## src/lsdf_consts.svh

```systemverilog
// Purpose: offsets, field positions and reset values of the formatter
// Assumes: included by bare name, definitions only
// Notes:   all offsets are byte addresses on the register bus
`ifndef LSDF_CONSTS_SVH
`define LSDF_CONSTS_SVH

// ****************************************************************
// register offsets
// ****************************************************************
`define ARITH_CTRL_OFS     12'h000
`define CONFIG_OFS         12'h004
`define STATUS_OFS         12'h008
`define COUNT_OFS          12'h00C

// ****************************************************************
// field positions
// ****************************************************************
`define OVF_FLAG_BIT       0
`define OVF_MASK_BIT       1
`define CFG_BIG_END_BIT    0
`define CFG_UNAL_FAULT_BIT 1
`define ST_UNAL_BIT        0
`define ST_OVF_BIT         1
`define ST_MISAL_BIT       2

// ****************************************************************
// reset values and size codes
// ****************************************************************
`define OVF_FLAG_RESET     1'h0
`define OVF_MASK_RESET     1'h0
`define BIG_END_RESET      1'h0
`define UNAL_FAULT_RESET   1'h0
`define UNIT_BYTE          2'h0
`define UNIT_HALF          2'h1
`define UNIT_WORD          2'h2

`endif

```

## src/lsdf_pkg.sv

```systemverilog
// Purpose: types shared by the formatter modules
// Assumes: nothing beyond the constants header
// Notes:   operation codes follow enum order
package lsdf_pkg;

    // ****************************************************************
    // operations and register selects
    // ****************************************************************
    typedef enum logic [4:0] {
        OP_LD_BYTE_U, signed_byte_load, OP_LD_HALF_U,
        signed_halfword_load, OP_LD_WORD, double_word_load,
        OP_LD_TRIPLE, OP_LD_QUAD,
        OP_ST_BYTE_U, OP_ST_BYTE_S, OP_ST_HALF_U, OP_ST_HALF_S,
        OP_ST_WORD, OP_ST_LONG, OP_ST_TRIPLE, OP_ST_QUAD,
        OP_LITERAL
    } op_t;

    typedef enum logic [2:0] {
        SEL_ARITH, SEL_CONFIG, SEL_STATUS, SEL_COUNT, SEL_NONE
    } reg_sel_t;

endpackage

```

## src/fmt_if.sv

```systemverilog
// Purpose: carries data between the formatter and its helpers
// Assumes: helpers are purely combinational
// Notes:   unit is the byte-swap unit, 0 byte, 1 halfword, 2 word
interface fmt_if;
    logic [127:0] ord_in;
    logic [127:0] ord_out;
    logic [1:0]   unit;
    logic         big_endian;
    logic [31:0]  ext_in;
    logic [1:0]   ext_size;
    logic         ext_signed;
    logic [31:0]  ext_out;
    logic         ext_ovf;

    modport orderer (input ord_in, unit, big_endian, output ord_out);
    modport extender (input ext_in, ext_size, ext_signed,
                      output ext_out, ext_ovf);
endinterface

```

## src/byte_orderer.sv

```systemverilog
// Purpose: byte lane reordering for little or big endian accesses
// Assumes: lane 0 holds the byte at the lowest address
// Notes:   the swap is its own inverse, so loads and stores share it
module byte_orderer (
    fmt_if.orderer f
);
    `include "lsdf_consts.svh"

    // ****************************************************************
    // per-lane source select
    // ****************************************************************
    // big endian reverses bytes inside each unit; multiword keeps word
    // order so the lowest address word still lands lowest
    for (genvar i = 0; i < 16; i++) begin : g_lane
        logic [3:0] src;
        always_comb begin
            src = 4'(i);
            if (f.big_endian) begin
                case (f.unit)
                    `UNIT_HALF: src = 4'(i) ^ 4'h1;
                    `UNIT_WORD: src = 4'(i) ^ 4'h3;
                    default:    src = 4'(i);
                endcase
            end
        end
        assign f.ord_out[8*i +: 8] = f.ord_in[8*src +: 8];
    end
endmodule

```

## src/value_extender.sv

```systemverilog
// Purpose: sign or zero extension and store overflow detection
// Assumes: value is right aligned, bit 0 least significant
// Notes:   word size passes through untouched
module value_extender (
    fmt_if.extender f
);
    `include "lsdf_consts.svh"

    // ****************************************************************
    // extension and fit check
    // ****************************************************************
    always_comb begin
        f.ext_out = f.ext_in;
        f.ext_ovf = 1'b0;
        case (f.ext_size)
            `UNIT_BYTE: begin
                f.ext_out = f.ext_signed ?
                    {{24{f.ext_in[7]}}, f.ext_in[7:0]} :
                    {24'h000000, f.ext_in[7:0]};
                // unsigned truncation never overflows
                f.ext_ovf = f.ext_signed &&
                    (f.ext_in[31:7] != {25{f.ext_in[7]}});
            end
            `UNIT_HALF: begin
                f.ext_out = f.ext_signed ?
                    {{16{f.ext_in[15]}}, f.ext_in[15:0]} :
                    {16'h0000, f.ext_in[15:0]};
                f.ext_ovf = f.ext_signed &&
                    (f.ext_in[31:15] != {17{f.ext_in[15]}});
            end
            default: begin
                f.ext_out = f.ext_in;
                f.ext_ovf = 1'b0;
            end
        endcase
    end
endmodule

```

## src/load_store_data_formatter.sv

```systemverilog
// Purpose: formats load and store data between register file and memory
// Assumes: one request per cycle at most, answer one cycle later
// Notes:   APB slave answers with no wait state
// How it works
// - signed byte/halfword loads are sign-extended
// - signed narrow store truncates, flags overflow
// - mask bit picks flag or overflow fault
// - word transfers pass value unchanged
// - unsigned byte/halfword loads are zero-extended
// - unsigned narrow store truncates, never overflows
// - register bit 0 least, bit 31 most
// - bit fields stay inside one register
// - triple and quad words move unmodified
// - lowest memory word goes to lowest register
// - register groups need even or quad alignment
// - unaligned access completes, or faults when enabled
// - 5-bit literal expands with leading zeros
// - literal zero-extends to wider operand widths
// - little endian: lowest address least significant
// - big endian: lowest address most significant
// - in registers, bit 0 is always least
// - byte bits 0..7, higher bytes higher addresses
// - narrow data right aligned, upper bits filled
//
// The APB register port and the address map were decided locally.
module load_store_data_formatter
    import lsdf_pkg::*;
(
    input  wire logic         pclk,
    input  wire logic         presetn,
    input  wire logic         psel,
    input  wire logic         penable,
    input  wire logic         pwrite,
    input  wire logic [11:0]  paddr,
    input  wire logic [31:0]  pwdata,
    output logic      [31:0]  prdata,
    output logic              pready,
    output logic              pslverr,
    input  wire logic         req_valid,
    input  wire op_t          req_op,
    input  wire logic [31:0]  req_addr,
    input  wire logic [4:0]   req_reg_num,
    input  wire logic [4:0]   req_literal,
    input  wire logic [127:0] req_wdata,
    input  wire logic [127:0] mem_rdata,
    output logic              rsp_valid,
    output logic      [127:0] rsp_data,
    output logic      [15:0]  rsp_byte_en,
    output logic              rsp_overflow,
    output logic              rsp_ovf_fault,
    output logic              rsp_unal_fault,
    output logic              rsp_reg_misaligned
);
    `include "lsdf_consts.svh"

    // ****************************************************************
    // state
    // ****************************************************************
    typedef struct packed {
        logic         ovf_flag;
        logic         ovf_mask;
        logic         big_endian;
        logic         unal_fault_en;
        logic [31:0]  prdata;
        logic         pslverr;
        logic         rsp_valid;
        logic [127:0] rsp_data;
        logic [15:0]  rsp_byte_en;
        logic         rsp_overflow;
        logic         rsp_ovf_fault;
        logic         rsp_unal_fault;
        logic         rsp_misal;
        logic [2:0]   last_status;
        logic [15:0]  access_count;
    } state_t;

    state_t st_reg;
    state_t st_next;

    fmt_if f ();

    // ****************************************************************
    // decode helpers
    // ****************************************************************
    // register select is decoded for both read setup and write access
    function automatic reg_sel_t decode_sel(input logic [11:0] a);
        case (a)
            `ARITH_CTRL_OFS: decode_sel = SEL_ARITH;
            `CONFIG_OFS:     decode_sel = SEL_CONFIG;
            `STATUS_OFS:     decode_sel = SEL_STATUS;
            `COUNT_OFS:      decode_sel = SEL_COUNT;
            default:         decode_sel = SEL_NONE;
        endcase
    endfunction

    // number of bytes moved by an operation
    function automatic logic [4:0] op_bytes(input op_t op);
        case (op)
            OP_LD_BYTE_U, signed_byte_load,
            OP_ST_BYTE_U, OP_ST_BYTE_S:       op_bytes = 5'h01;
            OP_LD_HALF_U, signed_halfword_load,
            OP_ST_HALF_U, OP_ST_HALF_S:       op_bytes = 5'h02;
            OP_LD_WORD, OP_ST_WORD:           op_bytes = 5'h04;
            double_word_load, OP_ST_LONG:     op_bytes = 5'h08;
            OP_LD_TRIPLE, OP_ST_TRIPLE:       op_bytes = 5'h0C;
            OP_LD_QUAD, OP_ST_QUAD:           op_bytes = 5'h10;
            default:                          op_bytes = 5'h00;
        endcase
    endfunction

    // byte lanes covered by a transfer of n bytes
    function automatic logic [15:0] lane_mask(input logic [4:0] n);
        logic [15:0] m;
        m = 16'h0000;
        for (int i = 0; i < 16; i++) begin
            m[i] = (5'(i) < n);
        end
        lane_mask = m;
    endfunction

    // expand a lane mask to a bit mask
    function automatic logic [127:0] bit_mask(input logic [15:0] m);
        logic [127:0] b;
        b = 128'h0;
        for (int i = 0; i < 16; i++) begin
            b[8*i +: 8] = {8{m[i]}};
        end
        bit_mask = b;
    endfunction

    // ****************************************************************
    // request classification
    // ****************************************************************
    logic [4:0]   req_bytes;
    logic [15:0]  req_lanes;
    logic         req_is_load;
    logic         req_is_store;
    logic         req_is_lit;
    logic         req_signed;
    logic [1:0]   req_unit;
    logic         mem_misal;
    logic         reg_misal;
    logic [127:0] store_masked;

    assign req_bytes    = op_bytes(req_op);
    assign req_lanes    = lane_mask(req_bytes);
    assign req_is_lit   = (req_op == OP_LITERAL);
    assign req_is_load  = !req_is_lit && (req_op <= OP_LD_QUAD);
    assign req_is_store = !req_is_lit && !req_is_load;
    assign req_signed   = (req_op == signed_byte_load)
                       || (req_op == signed_halfword_load)
                       || (req_op == OP_ST_BYTE_S)
                       || (req_op == OP_ST_HALF_S);

    // multiword moves swap per word, never across words
    assign req_unit = (req_bytes == 5'h01) ? `UNIT_BYTE :
                      (req_bytes == 5'h02) ? `UNIT_HALF :
                                             `UNIT_WORD;

    // natural alignment of the memory address for the unit
    assign mem_misal = (req_unit == `UNIT_HALF) ? req_addr[0] :
                       (req_unit == `UNIT_WORD) ? (req_addr[1:0] != 2'h0) :
                                                  1'b0;

    // register groups: pairs even, three or four on a multiple of four
    assign reg_misal = (req_bytes == 5'h08) ? req_reg_num[0] :
                       (req_bytes >= 5'h0C) ?
                           (req_reg_num[1:0] != 2'h0) : 1'b0;

    // stores keep only the low part of the register group
    assign store_masked = req_wdata & bit_mask(req_lanes);

    // ****************************************************************
    // helper wiring
    // ****************************************************************
    // byte order comes from the config register as it stands at the
    // edge that takes the request, so a write in flight cannot split it
    assign f.ord_in     = req_is_load ? mem_rdata : store_masked;
    assign f.unit       = req_unit;
    assign f.big_endian = st_reg.big_endian;
    assign f.ext_in     = req_is_load ? f.ord_out[31:0] : req_wdata[31:0];
    assign f.ext_size   = req_unit;
    assign f.ext_signed = req_signed;

    byte_orderer u_orderer (
        .f (f.orderer)
    );

    value_extender u_extender (
        .f (f.extender)
    );

    // ****************************************************************
    // register bus decode
    // ****************************************************************
    reg_sel_t sel;
    logic     apb_setup;
    logic     apb_write;

    assign sel       = decode_sel(paddr);
    assign apb_setup = psel && !penable;
    assign apb_write = psel && penable && pwrite;

    // ****************************************************************
    // next state
    // ****************************************************************
    always_comb begin
        st_next = st_reg;

        // response flags are single-cycle pulses
        st_next.rsp_valid      = 1'b0;
        st_next.rsp_overflow   = 1'b0;
        st_next.rsp_ovf_fault  = 1'b0;
        st_next.rsp_unal_fault = 1'b0;
        st_next.rsp_misal      = 1'b0;

        // read data is latched in setup so it comes from a flop
        if (apb_setup) begin
            st_next.pslverr = (sel == SEL_NONE);
            case (sel)
                SEL_ARITH: begin
                    st_next.prdata = 32'h00000000;
                    st_next.prdata[`OVF_FLAG_BIT] = st_reg.ovf_flag;
                    st_next.prdata[`OVF_MASK_BIT] = st_reg.ovf_mask;
                end
                SEL_CONFIG: begin
                    st_next.prdata = 32'h00000000;
                    st_next.prdata[`CFG_BIG_END_BIT] = st_reg.big_endian;
                    st_next.prdata[`CFG_UNAL_FAULT_BIT] =
                        st_reg.unal_fault_en;
                end
                SEL_STATUS: st_next.prdata = {29'h0, st_reg.last_status};
                SEL_COUNT:  st_next.prdata = {16'h0000, st_reg.access_count};
                default:    st_next.prdata = 32'h00000000;
            endcase
        end

        // writes land at the end of the access phase; status and count
        // are read only and silently keep their value
        if (apb_write) begin
            case (sel)
                SEL_ARITH: begin
                    if (pwdata[`OVF_FLAG_BIT]) begin
                        st_next.ovf_flag = 1'b0;
                    end
                    st_next.ovf_mask = pwdata[`OVF_MASK_BIT];
                end
                SEL_CONFIG: begin
                    st_next.big_endian    = pwdata[`CFG_BIG_END_BIT];
                    st_next.unal_fault_en = pwdata[`CFG_UNAL_FAULT_BIT];
                end
                default: ;
            endcase
        end

        // one access is formatted per request; result shows next cycle
        if (req_valid) begin
            st_next.rsp_valid    = 1'b1;
            st_next.access_count = st_reg.access_count + 16'h0001;
            st_next.rsp_misal    = reg_misal && !req_is_lit;
            st_next.rsp_byte_en  = 16'h0000;
            st_next.rsp_data     = 128'h0;

            if (req_is_lit) begin
                // literal is ordinal: leading zeros to any width
                st_next.rsp_data = {123'h0, req_literal};
            end else if (mem_misal && st_reg.unal_fault_en) begin
                // fault replaces the access; nothing is moved
                st_next.rsp_unal_fault = 1'b1;
            end else if (req_is_load) begin
                if (req_bytes <= 5'h04) begin
                    st_next.rsp_data = {96'h0, f.ext_out};
                end else begin
                    // word k of memory is register base plus k
                    st_next.rsp_data = f.ord_out &
                        bit_mask(req_lanes);
                end
            end else begin
                // unaligned accesses otherwise complete unchanged
                st_next.rsp_data    = f.ord_out;
                st_next.rsp_byte_en = req_lanes;
                if (f.ext_ovf) begin
                    st_next.rsp_overflow = 1'b1;
                    st_next.rsp_ovf_fault = !st_reg.ovf_mask;
                end
            end
        end

        // overflow flag is sticky; a new overflow beats a clear
        if (req_valid && req_is_store && !req_is_lit && f.ext_ovf
            && !(mem_misal && st_reg.unal_fault_en)
            && st_reg.ovf_mask) begin
            st_next.ovf_flag = 1'b1;
        end

        // status keeps the causes seen on the last response
        if (req_valid) begin
            st_next.last_status[`ST_UNAL_BIT] =
                st_next.rsp_unal_fault;
            st_next.last_status[`ST_OVF_BIT] = st_next.rsp_overflow;
            st_next.last_status[`ST_MISAL_BIT] = st_next.rsp_misal;
        end
    end

    // ****************************************************************
    // state register
    // ****************************************************************
    always_ff @(posedge pclk or negedge presetn) begin
        if (!presetn) begin
            st_reg               <= '0;
            st_reg.ovf_flag      <= `OVF_FLAG_RESET;
            st_reg.ovf_mask      <= `OVF_MASK_RESET;
            st_reg.big_endian    <= `BIG_END_RESET;
            st_reg.unal_fault_en <= `UNAL_FAULT_RESET;
        end else begin
            st_reg <= st_next;
        end
    end

    // ****************************************************************
    // outputs
    // ****************************************************************
    // zero wait states: data was captured during setup
    assign pready  = 1'b1;
    assign prdata  = st_reg.prdata;
    assign pslverr = st_reg.pslverr && psel && penable;

    // register words keep bit 0 as least significant; bit fields are
    // handled by the execution unit inside one such word
    assign rsp_valid          = st_reg.rsp_valid;
    assign rsp_data           = st_reg.rsp_data;
    assign rsp_byte_en        = st_reg.rsp_byte_en;
    assign rsp_overflow       = st_reg.rsp_overflow;
    assign rsp_ovf_fault      = st_reg.rsp_ovf_fault;
    assign rsp_unal_fault     = st_reg.rsp_unal_fault;
    assign rsp_reg_misaligned = st_reg.rsp_misal;

endmodule

```

## config.mk

```make
export PLATFORM = sky130hd
export DESIGN_NAME = load_store_data_formatter
export DESIGN_NICKNAME = d
export VERILOG_FILES = /design/src/lsdf_pkg.sv /design/src/fmt_if.sv /design/src/byte_orderer.sv /design/src/value_extender.sv /design/src/load_store_data_formatter.sv
export VERILOG_INCLUDE_DIRS = /design/src
export SDC_FILE = /design/constraint.sdc
export NUM_CORES = 1
export LEC_CHECK = 0
export BUFFER_PORTS_ARGS = -buffer_cell sky130_fd_sc_hd__buf_2
export CORE_AREA = 2 2 207 209
export CTS_CLUSTER_SIZE = 20
export DETAILED_ROUTE_END_ITERATION = 7
export DIE_AREA = 0 0 209 211
export PLACE_DENSITY = 0.65
export SLEW_MARGIN = 20
export SYNTH_ARGS = -nofsm -noshare
export SYNTH_HDL_FRONTEND = slang
export SYNTH_SLANG_ARGS = --single-unit
```

## constraint.sdc

```tcl
create_clock -name pclk -period 2.65 [get_ports pclk]
set_input_delay 0 -clock pclk [delete_from_list [all_inputs] [get_ports pclk]]
set_output_delay 0 -clock pclk [all_outputs]
set_load 0.1 [all_outputs]
```

==> out/metrics.cfg <==
[synthesis]
synth_flop_cell = dfrtp_1
syn_area_mm2 = 0.0131
synth_seq_area_share_pct = 36.2
yosysWarnings = 0
yosys-top-cells-area = dfrtp_1 (36%), buf_4 (10%), nand2_1 (4.7%)
ys_types = 87
ys_ff_latch = 189
synth_edf_count = 0
async_flop_share_pct = 100
yosys-top-cells-count = dfrtp_1 (189), buf_4 (181), nand2_1 (164)
yosysTopAreaCell = dfrtp_1
post-synth-top-count-cell = dfrtp_1
syn_area_per_cell_um2 = 8.72
synth.top_cell.area_share_pct = 36.2
synth_mux_area_share_pct = 0.767
synthCells = 1497
synth_xor_area_share_pct = 1.01
synth-compound-area-share_pct = 30.4
synth_fa_ha_area_share_pct = 0.383
synth_simple_gate_area_share_pct = 15.2
synth_top_family_by_area = compound AO/OA/AOI/OAI gates

[sta]
final.setup.tns_ns = 0
finClkSkew_ns = 0.0195
finalCriticalPeriod_ns = 2.59
fmax_mhz = 387
slew_viol_final = 0
hold_ws_ns = 0.0202
slew_headroom_pct = 47.9
finalHoldViolCount = 0
period_share_pct = 97.6
max_slew.worst_pin.slew_ns = 0.781
rsz0062_at_grt = true
setup_viol = 0

[routing]
first_pass_iters = 6
routed_via_density = 5.57
drtAntennaViolNets = 0
drc = 0
vias = 14101
wl_per_cell_um = 22.9
drt_iter0_markers = 1426
routed_wirelength_um = 57900

[global_route]
grt_max_degree = 83
grt_pass1_vias = 13931
grt_remaining_overflow = 0
track_usage_pct = 25.6
grt_antenna_before_repair = 3
grt_pass1_wl_um = 85900

[floorplanning]
initial_core_util_pct = 31.3
die_x_um = 209
die_area_mm2 = 0.0441
die_y_um = 211
core_mm2 = 0.0418
rows = 75
pin_count = 536

[clock_network]
clockBufferDepth = 2
cts_max_level = 4
clock_sinks = 189
clk_pin_slew_ns = 0.08
cts_tree = built
clk_latency_ns = 0.46
cts_buffers = 17
cts_root_buffer = clkbuf_16

[worst_setup_path]
path_max_fanout = 6
crit_arrival_ns = 2.92
rrSetupSlack_ns = 0.06
crit_type = flop to flop
crit_required_ns = 2.99
cp-end-kind = flop
cp-start-kind = flop

[cells_and_area]
largest_register_ff_count = 128
fillers = 4139
layout.nets = 2336
area.growth.synth_to_final_pct = 35.0
drive_gt1_share_pct = 39.0
stdcell_area_mm2 = 0.0176

[power_and_ir_drop]
leakage_nw = 8.66
p_per_area_mw_per_mm2 = 546
ir_worst_vdd_v = 0.000397
p_total_mw = 9.63

[place]
gp_congestion = 0.962
placed_area_mm2 = 0.0158
port_buffers = 455
post-dp-hpwl_um = 44500

[job]
drv_cap = 0

[outcome]
status = finished, final reports clean

[min_path]
hold_path_class = primary input to flop

-- report_power, final --
| part | internal, mW | switching (mW) | total [mW] |
|---|---|---|---|
| Combinational | 0.957 | 2.47 | 3.43 |
| Clock | 1.56 | 1.35 | 2.91 |
| Sequential | 3.11 | 0.183 | 3.29 |
-- cell families after synthesis --
family          Yosys count
compound gates          537
simple gates            414
buf+inv                 329
flops                   189
xor+xnor                 15
mux                       7
fa+ha+maj                 4
other cells               2
-- worst paths after layout --
check                              from         endpoint  depth (start not counted)
max                        f.big_endian      st_reg[204]                         12
min                            paddr[2]      st_reg[203]                          3
max reg2reg                f.big_endian      st_reg[204]                         12
min reg2reg                  st_reg[15]       st_reg[15]                          1
max in group asynchronous       presetn     rsp_data[79]                          3
min in group asynchronous       presetn  rsp_byte_en[12]                          2
-- routing by layer --
metal  up-vias  share of wire (%)  track usage (%)
li1       6330                  -                -
met1      6888                 42             33.7
met2       762                 46             40.9
met3       117                8.0             6.01
met4         4                3.7             9.38
met5         -              0.047                0
-- repair_timing --
item,4_1_cts,5_1_grt
resized for setup,10,32
setup endpoints to repair,8,25
hold buffers,89,0
pin swaps,6,12
hold endpoints to repair,159,0
buffers inserted,2,2
-- cell usage in the layout, fill, tap and decap left out, types with 7 or more instances in the layout --
master,netlist,layout
a21boi_0,32,32
a21oi_1,72,68
a22o_1,44,44
a22oi_1,48,48
a31oi_1,26,24
a32o_1,49,49
and3_1,30,30
buf_12,0,13
buf_2,14,454
buf_4,181,188
buf_6,10,7
clkbuf_16,0,17
conb_1,2,17
dfrtp_1,189,188
dlygate4sd3_1,0,89
inv_1,25,23
nand2_1,164,163
nand3_1,72,71
nand4_1,9,9
nor2_1,79,76
nor3_1,10,7
o21ai_0,59,58
o221ai_1,9,9
o22a_1,9,9
o22ai_1,57,56
o2bb2ai_1,63,63
xnor2_1,10,10
-- stage by stage --
stage | utilization (%) | worst slack [ns] | cells
floorplan | - | 0.0314 | 1512
global placement | 37.9 | -0.388 | 2406
detailed placement | 37.9 | -0.389 | 2406
CTS | 41.8 | -0.00486 | 2529
global route | 42.2 | -0.0517 | 2532
finish | 42.2 | 0.0647 | 2533
-- critical path, stage by stage (launching register included) --
cell	delay [ns]
dfrtp_2	0.46
buf_6	0.14
buf_4	0.14
nand3b_1	0.09
a21oi_2	0.07
o31ai_2	0.30
buf_4	0.18
nand2_1	0.08
nor4_4	0.16
nand3_1	0.11
or4_4	0.44
a21oi_4	0.22
o31ai_1	0.09
-- cell type report --
class                   count  area, µm²  area share, %
diodes                      2       5.00         0.0284
clock buffers              17        425           2.41
well taps                 539        674           3.82
flip-flops and latches    189       4730           26.8
inverters                  25       96.3          0.546
clock inverters            15        246           1.40
multi-input cells         994       6530           37.0
repair buffers            752       4930           27.9
Note: power is estimated with default switching activity, not from simulation.
